===== config.mk =====
export PLATFORM = sky130hd
export DESIGN_NAME = pbk_port_bank
export DESIGN_NICKNAME = d
export VERILOG_FILES = /design/src/verilog/pbk_pkg.sv /design/src/verilog/pbk_port_bank.sv
export SDC_FILE = /design/constraint.sdc
export NUM_CORES = 1
export LEC_CHECK = 0
export BUFFER_PORTS_ARGS = -buffer_cell sky130_fd_sc_hd__buf_2
export CAP_MARGIN = 20
export CORE_AREA = 2 2 229 231
export DETAILED_ROUTE_END_ITERATION = 12
export DIE_AREA = 0 0 231 233
export PLACE_DENSITY = 0.49
export SYNTH_ARGS = -nofsm -noshare
export SYNTH_HDL_FRONTEND = slang
export SYNTH_SLANG_ARGS = --single-unit

===== constraint.sdc =====
create_clock -name core_clk_in -period 1.6 [get_ports core_clk_in]
set_input_delay 0.32 -clock core_clk_in [delete_from_list [all_inputs] [get_ports core_clk_in]]
set_output_delay 0.32 -clock core_clk_in [all_outputs]
set_load 0.05 [all_outputs]

===== src/verilog/pbk_pkg.sv =====
package pbk_pkg;

  // ==========================================================
  // Port geometry
  localparam int PBK_NUM_PORTS = 11;
  localparam int PBK_WIDTH = 8;
  localparam int PBK_TOTAL_PINS = 85;
  localparam int PBK_P2 = 2;
  localparam int PBK_P3 = 3;
  localparam int PBK_P4 = 4;
  localparam int PBK_P5 = 5;
  localparam int PBK_P6 = 6;
  localparam int PBK_P7 = 7;
  localparam int PBK_P8 = 8;
  localparam int PBK_P9 = 9;
  localparam int PBK_PA = 10;

  // ==========================================================
  // Register offsets, index = port number (A = 10)
  localparam logic [7:0] PBK_DATA_OFS [0:10] = '{
    8'h00, 8'h02, 8'h04, 8'h0C, 8'h0E, 8'h10, 8'h12, 8'h14, 8'h16, 8'h18, 8'h1A};
  localparam logic [7:0] PBK_DIR_OFS [0:10] = '{
    8'h01, 8'h03, 8'hFF, 8'h0D, 8'hFF, 8'hFF, 8'h13, 8'h15, 8'hFF, 8'h19, 8'h1B};
  // Ports that own a direction register
  localparam logic [10:0] PBK_HAS_DIR = 11'b110_1100_1011;
  // Direction registers that read back (ports 0 and 1 are write-only)
  localparam logic [10:0] PBK_DIR_READABLE = 11'b110_1100_1000;

  // ==========================================================
  // Field masks and reset values
  localparam logic [7:0] PBK_DIR_RESET = 8'h00;
  localparam logic [7:0] PBK_FULL_MASK = 8'hFF;
  localparam logic [7:0] PBK_PORT4_MASK = 8'h1F;
  localparam logic [7:0] PBK_RDATA_IDLE = 8'h00;
  // Pins a peripheral may drive, per port
  localparam logic [7:0] PBK_PERIPH_MASK [0:10] = '{
    8'h00, 8'h00, 8'h00, 8'hA7, 8'h00, 8'h00, 8'hA5, 8'h2D, 8'h00, 8'h00, 8'h00};

  // ==========================================================
  // Carriers
  typedef struct packed {
    logic [7:0] addr;
    logic [7:0] wdata;
    logic wr;
    logic rd;
    logic bit_op;
  } pbk_req_t;

  typedef struct packed {
    logic [7:0] dout;
    logic [7:0] oe;
  } pbk_drive_t;

endpackage : pbk_pkg


===== src/verilog/pbk_port_bank.sv =====
`timescale 1ns/1ps
module pbk_port_bank (
  // Clock and reset
  input wire logic core_clk_in,
  input wire logic rstn_in,
  // Register port
  input wire pbk_pkg::pbk_req_t req_in,
  output logic [7:0] rdata_out,
  // Pads: level seen, level driven, driver enable
  input wire logic [10:0][7:0] pin_in,
  output logic [10:0][7:0] pin_out,
  output logic [10:0][7:0] pin_oe_out,
  // Peripheral drive requests for shared pins
  input wire logic [10:0][7:0] periph_sel_in,
  input wire logic [10:0][7:0] periph_dout_in,
  input wire logic [7:0] analog_channel_sel_in,
  // Synchronised pin levels towards peripherals
  output logic [10:0][7:0] pin_sync_out,
  output logic serial_a_in_out,
  output logic serial_b_in_out,
  output logic buffered_serial_a_in_out,
  output logic buffered_serial_b_in_out,
  output logic counter_ext_clock_out,
  output logic [15:0] level_irq_out,
  output logic [7:0] edge_irq_out
);

  // ==========================================================
  // Storage
  logic [7:0] latch [0:10];
  logic [7:0] direction [0:10];
  logic [10:0][7:0] sync_a;
  logic [10:0][7:0] sync_b;
  logic [7:0] next_rdata;
  pbk_pkg::pbk_drive_t drive [0:10];

  // ==========================================================
  // Input synchronisers: the first stage feeds only the second
  always_ff @(posedge core_clk_in or negedge rstn_in) begin
    if (!rstn_in) begin
      sync_a <= '0;
      sync_b <= '0;
    end else begin
      sync_a <= pin_in;
      sync_b <= sync_a;
    end
  end

  // ==========================================================
  // Per-port latch, direction and pin drive
  genvar p;
  generate
    for (p = 0; p < pbk_pkg::PBK_NUM_PORTS; p++) begin : g_port
      // Latches keep no reset so software sees the documented undefined state
      always_ff @(posedge core_clk_in) begin
        if (req_in.wr && req_in.addr == pbk_pkg::PBK_DATA_OFS[p]) begin
          latch[p] <= req_in.wdata;
        end
      end

      if (pbk_pkg::PBK_HAS_DIR[p]) begin : g_dir
        always_ff @(posedge core_clk_in or negedge rstn_in) begin
          if (!rstn_in) begin
            direction[p] <= pbk_pkg::PBK_DIR_RESET;
          end else if (req_in.wr && req_in.addr == pbk_pkg::PBK_DIR_OFS[p]) begin
            direction[p] <= req_in.wdata;
          end
        end
      end else begin : g_nodir
        // Ports without a direction register: driver on, except port 4 pins 5-7 and port 5 pins held by an analog channel
        assign direction[p] = pbk_pkg::PBK_FULL_MASK;
      end

      always_comb begin
        drive[p].dout = latch[p];
        drive[p].oe = direction[p];
        // Shared pins: an active peripheral overrides the latch
        drive[p].dout = (periph_dout_in[p] & periph_sel_in[p] & pbk_pkg::PBK_PERIPH_MASK[p])
          | (latch[p] & ~(periph_sel_in[p] & pbk_pkg::PBK_PERIPH_MASK[p]));
        drive[p].oe = direction[p] | (periph_sel_in[p] & pbk_pkg::PBK_PERIPH_MASK[p]);
        if (p == pbk_pkg::PBK_P4) begin
          drive[p].oe = pbk_pkg::PBK_PORT4_MASK;
        end
        if (p == pbk_pkg::PBK_P5) begin
          // An analog channel in use must not fight the driver
          drive[p].oe = ~analog_channel_sel_in;
        end
      end

      assign pin_out[p] = drive[p].dout;
      assign pin_oe_out[p] = drive[p].oe;
    end
  endgenerate

  // ==========================================================
  // Register read, answered one cycle later
  always_comb begin
    next_rdata = pbk_pkg::PBK_RDATA_IDLE;
    for (int i = 0; i < pbk_pkg::PBK_NUM_PORTS; i++) begin
      if (req_in.addr == pbk_pkg::PBK_DATA_OFS[i]) begin
        if (pbk_pkg::PBK_HAS_DIR[i] && !req_in.bit_op) begin
          next_rdata = sync_b[i];
        end else begin
          // Bit operations and output-only ports see the latch
          next_rdata = latch[i];
        end
        if (i == pbk_pkg::PBK_P4) begin
          next_rdata = latch[i] & pbk_pkg::PBK_PORT4_MASK;
        end
      end
      if (pbk_pkg::PBK_DIR_READABLE[i] && req_in.addr == pbk_pkg::PBK_DIR_OFS[i]) begin
        next_rdata = direction[i];
      end
    end
    // Ports 0/1 direction and unmapped addresses fall through as zero
  end

  always_ff @(posedge core_clk_in or negedge rstn_in) begin
    if (!rstn_in) begin
      rdata_out <= pbk_pkg::PBK_RDATA_IDLE;
    end else if (req_in.rd) begin
      rdata_out <= next_rdata;
    end else begin
      rdata_out <= pbk_pkg::PBK_RDATA_IDLE;
    end
  end

  // ==========================================================
  // Pin levels towards peripherals
  assign pin_sync_out = sync_b;
  assign serial_a_in_out = sync_b[pbk_pkg::PBK_P3][6];
  assign buffered_serial_a_in_out = sync_b[pbk_pkg::PBK_P6][6];
  assign counter_ext_clock_out = sync_b[pbk_pkg::PBK_P6][1];
  assign serial_b_in_out = sync_b[pbk_pkg::PBK_P7][1];
  assign buffered_serial_b_in_out = sync_b[pbk_pkg::PBK_P7][4];
  assign level_irq_out = {sync_b[pbk_pkg::PBK_PA], sync_b[pbk_pkg::PBK_P9]};
  assign edge_irq_out = sync_b[pbk_pkg::PBK_PA];

  // ==========================================================
  // Checks
  // Direction registers
  dir_write_a: assert property (@(posedge core_clk_in) disable iff (!rstn_in)
    (req_in.wr && req_in.addr == pbk_pkg::PBK_DIR_OFS[0])
    |=> pin_oe_out[0] == $past(req_in.wdata))
    else $error("port 0 driver enable does not follow direction write");

  dir_write_p1_a: assert property (@(posedge core_clk_in) disable iff (!rstn_in)
    (req_in.wr && req_in.addr == pbk_pkg::PBK_DIR_OFS[1])
    |=> pin_oe_out[1] == $past(req_in.wdata))
    else $error("port 1 driver enable does not follow direction write");

  dir_write_p3_a: assert property (@(posedge core_clk_in) disable iff (!rstn_in)
    (req_in.wr && req_in.addr == pbk_pkg::PBK_DIR_OFS[3])
    |=> direction[3] == $past(req_in.wdata))
    else $error("port 3 direction write lost");

  dir_write_p6_a: assert property (@(posedge core_clk_in) disable iff (!rstn_in)
    (req_in.wr && req_in.addr == pbk_pkg::PBK_DIR_OFS[6])
    |=> direction[6] == $past(req_in.wdata))
    else $error("port 6 direction write lost");

  dir_write_p7_a: assert property (@(posedge core_clk_in) disable iff (!rstn_in)
    (req_in.wr && req_in.addr == pbk_pkg::PBK_DIR_OFS[7])
    |=> direction[7] == $past(req_in.wdata))
    else $error("port 7 direction write lost");

  dir_write_p9_a: assert property (@(posedge core_clk_in) disable iff (!rstn_in)
    (req_in.wr && req_in.addr == pbk_pkg::PBK_DIR_OFS[9])
    |=> direction[9] == $past(req_in.wdata))
    else $error("port 9 direction write lost");

  dir_write_pa_a: assert property (@(posedge core_clk_in) disable iff (!rstn_in)
    (req_in.wr && req_in.addr == pbk_pkg::PBK_DIR_OFS[10])
    |=> direction[10] == $past(req_in.wdata))
    else $error("port A direction write lost");

  dir_read_p3_a: assert property (@(posedge core_clk_in) disable iff (!rstn_in)
    (req_in.rd && req_in.addr == pbk_pkg::PBK_DIR_OFS[3])
    |=> rdata_out == $past(direction[3]))
    else $error("port 3 direction register does not read back");

  dir_read_p9_a: assert property (@(posedge core_clk_in) disable iff (!rstn_in)
    (req_in.rd && req_in.addr == pbk_pkg::PBK_DIR_OFS[9])
    |=> rdata_out == $past(direction[9]))
    else $error("port 9 direction register does not read back");

  dir_read_pa_a: assert property (@(posedge core_clk_in) disable iff (!rstn_in)
    (req_in.rd && req_in.addr == pbk_pkg::PBK_DIR_OFS[10])
    |=> rdata_out == $past(direction[10]))
    else $error("port A direction register does not read back");

  dir_reset_a: assert property (@(posedge core_clk_in)
    $rose(rstn_in) |-> pin_oe_out[0] == 8'h00 && pin_oe_out[9] == 8'h00
    && pin_oe_out[10] == 8'h00)
    else $error("bidirectional pins drive straight after reset");

  dir_reset_all_a: assert property (@(posedge core_clk_in)
    $rose(rstn_in) |-> direction[0] == 8'h00 && direction[1] == 8'h00
    && direction[3] == 8'h00 && direction[6] == 8'h00 && direction[7] == 8'h00
    && direction[9] == 8'h00 && direction[10] == 8'h00)
    else $error("direction register not clear after reset");

  dir_hold_reset_a: assert property (@(posedge core_clk_in)
    !rstn_in |-> direction[3] == 8'h00 && direction[6] == 8'h00
    && direction[9] == 8'h00 && direction[10] == 8'h00)
    else $error("direction register not cleared while reset is held");

  // Output-only and analog ports
  port2_drive_a: assert property (@(posedge core_clk_in) disable iff (!rstn_in)
    pin_oe_out[2] == 8'hFF && pin_oe_out[8] == 8'hFF)
    else $error("output-only port 2 or 8 not driving");

  port2_pin_a: assert property (@(posedge core_clk_in) disable iff (!rstn_in)
    (req_in.wr && req_in.addr == pbk_pkg::PBK_DATA_OFS[2])
    |=> pin_out[2] == $past(req_in.wdata))
    else $error("port 2 pins do not follow write");

  port4_drive_a: assert property (@(posedge core_clk_in) disable iff (!rstn_in)
    pin_oe_out[4] == 8'h1F)
    else $error("port 4 driver enable wrong");

  port4_width_a: assert property (@(posedge core_clk_in) disable iff (!rstn_in)
    (req_in.rd && req_in.addr == pbk_pkg::PBK_DATA_OFS[4])
    |=> rdata_out[7:5] == 3'b000 && pin_oe_out[4] == 8'h1F)
    else $error("port 4 upper bits visible");

  port4_pin_a: assert property (@(posedge core_clk_in) disable iff (!rstn_in)
    (req_in.wr && req_in.addr == pbk_pkg::PBK_DATA_OFS[4])
    |=> pin_out[4][4:0] == $past(req_in.wdata[4:0]))
    else $error("port 4 pins do not follow write");

  port5_pin_a: assert property (@(posedge core_clk_in) disable iff (!rstn_in)
    (req_in.wr && req_in.addr == pbk_pkg::PBK_DATA_OFS[5])
    |=> pin_out[5] == $past(req_in.wdata))
    else $error("port 5 pins do not follow write");

  port8_pin_a: assert property (@(posedge core_clk_in) disable iff (!rstn_in)
    (req_in.wr && req_in.addr == pbk_pkg::PBK_DATA_OFS[8])
    |=> pin_out[8] == $past(req_in.wdata))
    else $error("port 8 pins do not follow write");

  port8_read_a: assert property (@(posedge core_clk_in) disable iff (!rstn_in)
    (req_in.wr && req_in.addr == pbk_pkg::PBK_DATA_OFS[8])
    ##1 (req_in.rd && req_in.addr == pbk_pkg::PBK_DATA_OFS[8])
    |=> rdata_out == $past(req_in.wdata, 2))
    else $error("port 8 read back differs from written value");

  analog_release_a: assert property (@(posedge core_clk_in) disable iff (!rstn_in)
    (pin_oe_out[5] & analog_channel_sel_in) == 8'h00)
    else $error("port 5 drives a pin claimed by an analog channel");

  analog_drive_a: assert property (@(posedge core_clk_in) disable iff (!rstn_in)
    (pin_oe_out[5] | analog_channel_sel_in) == 8'hFF)
    else $error("port 5 pin left undriven without analog use");

  // Register reads and latch writes
  wo_dir_read_a: assert property (@(posedge core_clk_in) disable iff (!rstn_in)
    (req_in.rd && (req_in.addr == pbk_pkg::PBK_DIR_OFS[0]
    || req_in.addr == pbk_pkg::PBK_DIR_OFS[1])) |=> rdata_out == 8'h00)
    else $error("write-only direction register read back nonzero");

  rdata_idle_a: assert property (@(posedge core_clk_in) disable iff (!rstn_in)
    !req_in.rd |=> rdata_out == 8'h00)
    else $error("read data stands without a read");

  bit_op_read_a: assert property (@(posedge core_clk_in) disable iff (!rstn_in)
    (req_in.rd && req_in.bit_op && req_in.addr == pbk_pkg::PBK_DATA_OFS[3])
    |=> rdata_out == $past(latch[3]))
    else $error("bit operation read did not return latch");

  pin_sync_read_a: assert property (@(posedge core_clk_in) disable iff (!rstn_in)
    $past(rstn_in, 3) && req_in.rd && !req_in.bit_op
    && req_in.addr == pbk_pkg::PBK_DATA_OFS[0]
    |=> rdata_out == $past(pin_in[0], 3))
    else $error("port 0 read not two stages behind pin");

  port9_read_a: assert property (@(posedge core_clk_in) disable iff (!rstn_in)
    $past(rstn_in, 3) && req_in.rd && !req_in.bit_op
    && req_in.addr == pbk_pkg::PBK_DATA_OFS[9]
    |=> rdata_out == $past(pin_in[9], 3))
    else $error("port 9 read does not return pin level");

  latch_write_a: assert property (@(posedge core_clk_in) disable iff (!rstn_in)
    (req_in.wr && req_in.addr == pbk_pkg::PBK_DATA_OFS[1])
    |=> pin_out[1] == $past(req_in.wdata))
    else $error("port 1 latch not updated by write");

  latch_write_p0_a: assert property (@(posedge core_clk_in) disable iff (!rstn_in)
    (req_in.wr && req_in.addr == pbk_pkg::PBK_DATA_OFS[0])
    |=> pin_out[0] == $past(req_in.wdata))
    else $error("port 0 latch not updated by write");

  // Shared pins
  periph_p3_a: assert property (@(posedge core_clk_in) disable iff (!rstn_in)
    ((pin_out[3] ^ periph_dout_in[3]) & periph_sel_in[3]
    & pbk_pkg::PBK_PERIPH_MASK[3]) == 8'h00
    && (~pin_oe_out[3] & periph_sel_in[3] & pbk_pkg::PBK_PERIPH_MASK[3]) == 8'h00)
    else $error("port 3 peripheral does not own its shared pins");

  plain_p3_a: assert property (@(posedge core_clk_in) disable iff (!rstn_in)
    ((pin_oe_out[3] ^ direction[3]) & ~pbk_pkg::PBK_PERIPH_MASK[3]) == 8'h00)
    else $error("port 3 unshared pin ignores its direction bit");

  periph_p6_a: assert property (@(posedge core_clk_in) disable iff (!rstn_in)
    ((pin_out[6] ^ periph_dout_in[6]) & periph_sel_in[6]
    & pbk_pkg::PBK_PERIPH_MASK[6]) == 8'h00
    && (~pin_oe_out[6] & periph_sel_in[6] & pbk_pkg::PBK_PERIPH_MASK[6]) == 8'h00)
    else $error("port 6 peripheral does not own its shared pins");

  plain_p6_a: assert property (@(posedge core_clk_in) disable iff (!rstn_in)
    ((pin_oe_out[6] ^ direction[6]) & ~pbk_pkg::PBK_PERIPH_MASK[6]) == 8'h00)
    else $error("port 6 unshared pin ignores its direction bit");

  periph_p7_a: assert property (@(posedge core_clk_in) disable iff (!rstn_in)
    ((pin_out[7] ^ periph_dout_in[7]) & periph_sel_in[7]
    & pbk_pkg::PBK_PERIPH_MASK[7]) == 8'h00
    && (~pin_oe_out[7] & periph_sel_in[7] & pbk_pkg::PBK_PERIPH_MASK[7]) == 8'h00)
    else $error("port 7 peripheral does not own its shared pins");

  plain_p7_a: assert property (@(posedge core_clk_in) disable iff (!rstn_in)
    ((pin_oe_out[7] ^ direction[7]) & ~pbk_pkg::PBK_PERIPH_MASK[7]) == 8'h00)
    else $error("port 7 unshared pin ignores its direction bit");

  // Synchronised pin levels
  sync_reset_a: assert property (@(posedge core_clk_in)
    !rstn_in |-> pin_sync_out == '0)
    else $error("synchronisers not cleared in reset");

  level_irq_a: assert property (@(posedge core_clk_in) disable iff (!rstn_in)
    $past(rstn_in, 2) && $past(rstn_in)
    |-> level_irq_out[7:0] == $past(pin_in[9], 2))
    else $error("level interrupt inputs do not follow port 9");

  edge_irq_a: assert property (@(posedge core_clk_in) disable iff (!rstn_in)
    $past(rstn_in, 2) && $past(rstn_in)
    |-> edge_irq_out == $past(pin_in[10], 2)
    && level_irq_out[15:8] == $past(pin_in[10], 2))
    else $error("interrupt inputs do not follow port A");

  serial_a_pin_a: assert property (@(posedge core_clk_in) disable iff (!rstn_in)
    $past(rstn_in, 2) && $past(rstn_in)
    |-> serial_a_in_out == $past(pin_in[3][6], 2))
    else $error("serial input does not follow its pin");

  counter_pin_a: assert property (@(posedge core_clk_in) disable iff (!rstn_in)
    $past(rstn_in, 2) && $past(rstn_in)
    |-> counter_ext_clock_out == $past(pin_in[6][1], 2)
    && buffered_serial_a_in_out == $past(pin_in[6][6], 2))
    else $error("port 6 resource inputs do not follow their pins");

  serial_b_pin_a: assert property (@(posedge core_clk_in) disable iff (!rstn_in)
    $past(rstn_in, 2) && $past(rstn_in)
    |-> serial_b_in_out == $past(pin_in[7][1], 2)
    && buffered_serial_b_in_out == $past(pin_in[7][4], 2))
    else $error("port 7 resource inputs do not follow their pins");

endmodule : pbk_port_bank


Yosys cells after proc, flatten, opt, wreduce, memory -nomap -nowiden
Memory sizes are Yosys's and may differ from the RTL's. Index checks and enable logic that the tools add are counted.

$add $sub $neg: 0. $mul: 0. Divide/modulo/power cells: 0. Order comparisons: 0. Eq/ne operators: 17. Shift-type cells: 0. Mux-type cells: 76. Bitwise gates (word level): 16. Reductions and logical operators: 29.

Operators with widths (count): $mux W8 (34); $eq A8 B5 Y1 const B (10); $reduce_or A8 Y1 (10); $and A8 B8 Y8 (5); $mux W4 (10); $mux W1 (32); $or A8 B8 Y8 (4); $eq A8 B4 Y1 const B (3); $not A8 Y8 (3); $logic_and A1 B1 Y1 (18); $eq A8 B2 Y1 const B (2); $eq A8 B1 Y1 const B (1); $eq A8 B3 Y1 const B (1); $logic_not A8 Y1 (1); $not A6 Y8 (1); $or A6 B8 Y8 (1); $or A8 B6 Y8 (1); $and A6 B6 Y6 (1).

Register bits after elaboration: 240. Bits in latches: 0. Bits in writable memories: 88. Bits in read-only memories: 0. Input port bits: 293. Memories: 1.

Memories: latch (words 11, bits a word 8, read ports 11, clocked after Yosys merged registers in 0, wr ports 1, line pbk_port_bank.sv:30) `logic [7:0] latch [0:10];`.

Depth between registers and ports, before layout
An unclocked memory read counts as a cell.

Depth in word-level cells: 19. Gate-level depth with buffers: 8. Mapped depth without buffers: 6.

Worst setup path after synthesis
Ideal clock, no wire load.

Path kind: input to register. Start: in req_in[18] (netlist name). End: mem latch[10][0], enable pin. Setup time: 0.383 ns. Arrival time: 1.922 ns. Required time: 1.217 ns. Path slack: -0.705 ns. Stages: 4. Path buffers: 1. Cells stage by stage: or4b_1 -> buf_2 -> or2_1 -> nor3_1.

Longest elaborated chain between the ends: 15. Elaborated cells between the ends (all ways): 74.

RTL lines: start, declared (line pbk_port_bank.sv:7) `input wire pbk_pkg::pbk_req_t req_in,`; $eq A8 B2 Y1 (line pbk_port_bank.sv:56) `if (req_in.wr && req_in.addr == pbk_pkg::PBK_DATA_OFS[p]) begin`; $logic_and A1 B1 Y1 (line pbk_port_bank.sv:56); $mux W1 (line pbk_port_bank.sv:56); $mux W1 (implied by the code) (line pbk_port_bank.sv:57) `latch[p] <= req_in.wdata;`; $reduce_or A8 Y1 (no line); $mux W4 (no line) or $mux W1 (tied branches) (10 in a row); end, declared (line pbk_port_bank.sv:30).

Several ways; a longest one is shown, not always the timed one.

Final worst setup path
Start: reg direction[61] (netlist name). End: reg rdata_out[5].

Longest elaborated chain between the ends: 13.

RTL lines: start, declared (line pbk_port_bank.sv:31) `logic [7:0] direction [0:10];`; start signal, assigned by index (line pbk_port_bank.sv:64) `direction[p] <= pbk_pkg::PBK_DIR_RESET;`; start signal, assigned by index (line pbk_port_bank.sv:66) `direction[p] <= req_in.wdata;`; $mux W8 (line pbk_port_bank.sv:111) `if (pbk_pkg::PBK_DIR_READABLE[i] && req_in.addr == pbk_pkg::PBK_DIR_OFS[i]) begin`; $mux W8 (3 in a row) (line pbk_port_bank.sv:100) `if (req_in.addr == pbk_pkg::PBK_DATA_OFS[i]) begin`; $mux W8 (line pbk_port_bank.sv:111); $mux W8 (line pbk_port_bank.sv:100); $mux W8 (line pbk_port_bank.sv:111); $mux W8 (2 in a row) (line pbk_port_bank.sv:100); $mux W8 (line pbk_port_bank.sv:111); $mux W8 (line pbk_port_bank.sv:100); $mux W8 (line pbk_port_bank.sv:111); $mux W8 (line pbk_port_bank.sv:121) `end else if (req_in.rd) begin`; end signal, assigned (line pbk_port_bank.sv:120) `rdata_out <= pbk_pkg::PBK_RDATA_IDLE;`; end signal, assigned (line pbk_port_bank.sv:122) `rdata_out <= next_rdata;`; end signal, assigned (line pbk_port_bank.sv:124) `rdata_out <= pbk_pkg::PBK_RDATA_IDLE;`; end, declared (line pbk_port_bank.sv:8) `output logic [7:0] rdata_out,`.

No other way between the ends. A chain may end at the register's enable or synchronous reset.

==> metrics.txt <==
# TYPE chip_impl_metric gauge
chip_impl_info{name="status",value="finished, violations left"} 1
chip_impl_info{name="failed_checks",value="negative setup slack"} 1
chip_impl_metric{name="dieWidth",unit="um"} 231
chip_impl_metric{name="period_utilization_post_route",unit="%"} 118
chip_impl_metric{name="clock_tree.htree_level_count",unit=""} 2
chip_impl_metric{name="crit_path_cell_count",unit=""} 7
chip_impl_info{name="timing.setup.critical_path_class",value="flip-flop to flip-flop"} 1
chip_impl_metric{name="endpoints_failing_setup",unit=""} 88
chip_impl_metric{name="setup.reg_to_reg.worst_slack",unit="ns"} -0.28
chip_impl_metric{name="max-cap-violations",unit=""} 0
chip_impl_info{name="timing.rr.start",value="direction[61]$_DFFE_PN0P_"} 1
chip_impl_metric{name="grt_overflow_total",unit=""} 0
chip_impl_metric{name="design.final.nets",unit=""} 1835
chip_impl_metric{name="fin_hold_ws",unit="ns"} 0.119
chip_impl_metric{name="design.die.area",unit="um2"} 53800
chip_impl_metric{name="numPlacedInstances",unit=""} 2041
chip_impl_metric{name="multi_input_area",unit="um2"} 3750
chip_impl_metric{name="synth-edff-count",unit=""} 88
chip_impl_metric{name="power_density",unit="nW/um2"} 1020
chip_impl_metric{name="route.vias.total",unit=""} 9668
chip_impl_info{name="crit_path_frequent_cell",value="sky130_fd_sc_hd__buf_4"} 1
chip_impl_metric{name="drtIter0Drc",unit=""} 493
chip_impl_metric{name="crit_required",unit="ns"} 2.02
chip_impl_metric{name="total_power_consumption_of_the_routed_design",unit="uW"} 21600
chip_impl_metric{name="dp_slack",unit="ns"} -1.13
chip_impl_metric{name="track_usage",unit="%"} 19.3
chip_impl_metric{name="synth_cells",unit=""} 864
chip_impl_metric{name="timing.slew.headroom",unit="%"} 50.0
chip_impl_info{name="timing.critical_path.slowest_stage_cell",value="sky130_fd_sc_hd__or4_4"} 1
chip_impl_metric{name="route.detailed.drc",unit=""} 0
chip_impl_metric{name="first_pass_iteration_count_of_the_detailed_router",unit=""} 4
chip_impl_metric{name="power.leakage",unit="uW"} 0.00965
chip_impl_metric{name="ys_types",unit=""} 59
chip_impl_metric{name="maximum_number_of_buffers_from_clock_root_to_sink",unit=""} 3
chip_impl_metric{name="hold_viol",unit=""} 0
chip_impl_metric{name="async_flop_share",unit="%"} 73.2
chip_impl_metric{name="worst_path_largest_cell_delay",unit="ns"} 0.51
chip_impl_metric{name="worstPathArrival",unit="ns"} 2.31
chip_impl_metric{name="routabilityCongestion",unit=""} 0.893
chip_impl_info{name="final_cell_mix",value="sky130_fd_sc_hd__buf_2 (263), sky130_fd_sc_hd__dfrtp_1 (232), sky130_fd_sc_hd__buf_4 (216), sky130_fd_sc_hd__dlygate4sd3_1 (89), sky130_fd_sc_hd__edfxtp_1 (88)"} 1
chip_impl_metric{name="synth_top_cell_area_share",unit="%"} 47.8
chip_impl_metric{name="grt_pass1_vias",unit=""} 10200
chip_impl_metric{name="achievable-frequency",unit="MHz"} 531
chip_impl_metric{name="worst_r2r_path_depth",unit=""} 7
chip_impl_metric{name="sequential_cell_area",unit="um2"} 8660
chip_impl_info{name="grt_setup_unrepaired",value="true"} 1
chip_impl_metric{name="cts.sinks",unit=""} 328
chip_impl_metric{name="crit_path_max_fanout",unit=""} 2
chip_impl_metric{name="syn_area",unit="um2"} 12600
chip_impl_info{name="cts_tree",value="yes"} 1
chip_impl_metric{name="met2WireLength",unit="um"} 24000
chip_impl_info{name="topRoutingLayerUsed",value="met4"} 1
chip_impl_info{name="startpoint_type_of_the_worst_setup_path",value="flip-flop"} 1
chip_impl_metric{name="routed_wirelength",unit="um"} 52700
chip_impl_metric{name="vias_per_std_cell",unit=""} 4.29
chip_impl_info{name="synthDominantAreaCellType",value="sky130_fd_sc_hd__dfrtp_1"} 1
chip_impl_info{name="critical_path.reg2reg.endpoint",value="rdata_out[5]$_DFF_PN0_"} 1
chip_impl_info{name="crit_path_end_kind",value="flip-flop"} 1
chip_impl_metric{name="die_height",unit="um"} 233
chip_impl_metric{name="count_of_warnings_emitted_by_yosys",unit=""} 0
chip_impl_info{name="timing.critical_path.cells",value="buf_4, or4_4, a31oi_1, a211oi_2, buf_4, o221ai_2, a221oi_2"} 1
chip_impl_metric{name="std_cell_rows",unit=""} 83
chip_impl_metric{name="wire_per_inst",unit="um"} 23.4
chip_impl_metric{name="synth-seq-cells",unit=""} 328
chip_impl_info{name="critical_path.top_delay_family",value="compound AO/OA/AOI/OAI gates"} 1
chip_impl_metric{name="mean_instance_size_in_the_synthesized_netlist",unit="um2"} 14.5
chip_impl_info{name="timing.hold.worst.class",value="input pin to flip-flop"} 1
chip_impl_metric{name="fp.coreArea",unit="um2"} 51100
chip_impl_metric{name="fin_skew",unit="ns"} 0.0246
chip_impl_metric{name="worst_pin_slew",unit="ns"} 0.750
chip_impl_metric{name="worst_setup_hold_path_clk_slew",unit="ns"} 0.06
chip_impl_metric{name="met1_length",unit="um"} 23600
chip_impl_metric{name="tritoncts.num_buffers",unit=""} 40
chip_impl_info{name="synth.top_cells.by_area",value="sky130_fd_sc_hd__dfrtp_1 (48%), sky130_fd_sc_hd__edfxtp_1 (21%), sky130_fd_sc_hd__buf_4 (6.4%)"} 1
chip_impl_metric{name="n_fill_cell",unit=""} 4845
chip_impl_metric{name="dp.final_hpwl",unit="um"} 39000
chip_impl_metric{name="final-max-slew-violation-count",unit=""} 0
chip_impl_metric{name="irDropWorstVdd",unit="uV"} 823
chip_impl_metric{name="fin_cells",unit=""} 2254
chip_impl_metric{name="worstSkewPairLatency",unit="ns"} 0.56
chip_impl_metric{name="num_io_pins",unit=""} 594
chip_impl_metric{name="fraction_of_layout_cells_with_a_size_suffix_above_1",unit="%"} 57.5
chip_impl_metric{name="postLayoutCoreUtil",unit="%"} 41.3
chip_impl_info{name="worst_setup_path_endpoint",value="rdata_out[5]$_DFF_PN0_"} 1
chip_impl_info{name="mostFrequentLayoutCell",value="sky130_fd_sc_hd__buf_2"} 1
chip_impl_metric{name="pin_count_of_the_biggest_net_entering_global_routing",unit=""} 57
chip_impl_metric{name="grt_pass1_wl",unit="um"} 73600
chip_impl_info{name="synthFlopType",value="sky130_fd_sc_hd__dfrtp_1"} 1
chip_impl_metric{name="initial_core_util",unit="%"} 24.6
chip_impl_metric{name="fin_crit",unit="ns"} 1.88
chip_impl_metric{name="crit_buf_inv",unit=""} 2
chip_impl_metric{name="flow.area_growth_from_synthesis",unit="%"} 67.9
chip_impl_metric{name="post-route-worst-setup-slack",unit="ns"} -0.282
chip_impl_info{name="clockRootBuffer",value="sky130_fd_sc_hd__clkbuf_16"} 1
chip_impl_metric{name="number_of_input_and_output_port_buffers_inserted",unit=""} 419
chip_impl_metric{name="ys_seq_area_share",unit="%"} 68.8
chip_impl_metric{name="antenna_found_initial",unit=""} 2
chip_impl_info{name="crit_start",value="direction[61]$_DFFE_PN0P_"} 1
chip_impl_metric{name="ant_nets",unit=""} 0
chip_impl_metric{name="wire_length_on_met3",unit="um"} 4050
[worst min-delay path by stage]
stage,endpoint,start,cells after the start,slack (ns)
3_3_place_gp,direction[61]$_DFFE_PN0P_,rstn_in,1,0.24
5_1_grt,rdata_out[4]$_DFF_PN0_,req_in[1],3,0.11
4_1_cts,rdata_out[4]$_DFF_PN0_,req_in[1],3,0.08
6_report,rdata_out[4]$_DFF_PN0_,req_in[1],3,0.12
3_5_place_dp,direction[61]$_DFFE_PN0P_,rstn_in,1,0.24
2_1_floorplan,buffered_serial_a_in_out$_DFF_PN0_,rstn_in,0,0.02
[report_power, final]
part	total, uW	internal [uW]	leakage (uW)	switching (uW)
combinational	3250	1210	0.00528	2030
clock	9210	5620	0.000656	3590
sequential	9090	8910	0.00371	180
total	21600	15700	0.00965	5810
[tightest hold or removal path: cells and delay by family]
| family | cells | cell delay, ns |
|---|---|---|
| AOI/OAI and AO/OA | 2 | 0.16 |
| buffers and inverters | 1 | 0.15 |
[timing repair]
action / CTS / global route
pin swaps: 42 / 15
buffers inserted: 49 / 23
resized for setup: 408 / 94
gates cloned: 0 / 1
endpoints found under the hold margin: 170 / 0
hold buffers: 89 / 0
endpoints found under the setup margin: 210 / 176
[metal layers]
metal  GRT usage (%)  up-vias
met5               0        -
met4            4.44        0
met3            5.97       61
met2            30.0      366
met1            26.4     4888
li1                -     4353
[sequential cells by signal, summed over array words and instances, names as in the netlist]
| name | count |
|---|---|
| latch | 88 |
| direction | 24 |
| sync_a | 88 |
| pin_oe_out | 32 |
| counter_ext_clock_out | 1 |
| edge_irq_out | 8 |
| buffered_serial_b_in_out | 1 |
| buffered_serial_a_in_out | 1 |
| pin_sync_out | 69 |
| level_irq_out | 8 |
| rdata_out | 8 |
[synth_stat cells (5+ instances only)]
master / instances
sky130_fd_sc_hd__o31ai_1: 5
sky130_fd_sc_hd__o221ai_1: 14
sky130_fd_sc_hd__or4_1: 5
sky130_fd_sc_hd__nand2_1: 37
sky130_fd_sc_hd__nand3_1: 5
sky130_fd_sc_hd__nor2b_1: 13
sky130_fd_sc_hd__nand2b_1: 5
sky130_fd_sc_hd__dfrtp_1: 240
sky130_fd_sc_hd__buf_2: 11
sky130_fd_sc_hd__nor3_1: 5
sky130_fd_sc_hd__clkbuf_1: 18
sky130_fd_sc_hd__edfxtp_1: 88
sky130_fd_sc_hd__or2_2: 14
sky130_fd_sc_hd__nor2_1: 24
sky130_fd_sc_hd__buf_4: 107
sky130_fd_sc_hd__a221oi_1: 6
sky130_fd_sc_hd__mux2_2: 45
sky130_fd_sc_hd__o21ai_0: 24
sky130_fd_sc_hd__a21oi_1: 26
sky130_fd_sc_hd__mux2i_1: 48
sky130_fd_sc_hd__a211oi_1: 5
sky130_fd_sc_hd__mux2_1: 31
sky130_fd_sc_hd__o22ai_1: 9
sky130_fd_sc_hd__inv_1: 15
[per-stage QoR]
| step | setup TNS, ns | area [um2] |
|---|---|---|
| 4_1_cts | -7.89 | 20700 |
| 6_report | -7.35 | 21100 |
| 2_1_floorplan | -20.96 | 13100 |
| 5_1_grt | -10.53 | 21100 |
| 3_5_place_dp | -88.09 | 16700 |
| 3_3_place_gp | -88.32 | 16700 |
[area by class of cell]
type	instances	share of cell area, %
multi-input combinational	404	17.7
tap	680	4.03
clock buffer	62	5.63
antenna	1	0.0119
timing repair buffer	752	30.6
inverter	16	0.285
sequential	328	41.0
clock inverter	11	0.723
[kinds of logic after synthesis]
logic type      count (synthesis)  synth area share (%)
simple gates                  130                  5.42
flops                         328                  68.8
other cells                     2                0.0598
buf+inv                       154                  7.90
compound gates                123                  6.64
mux                           127                  11.2
Power figures use the tool's default switching activity.
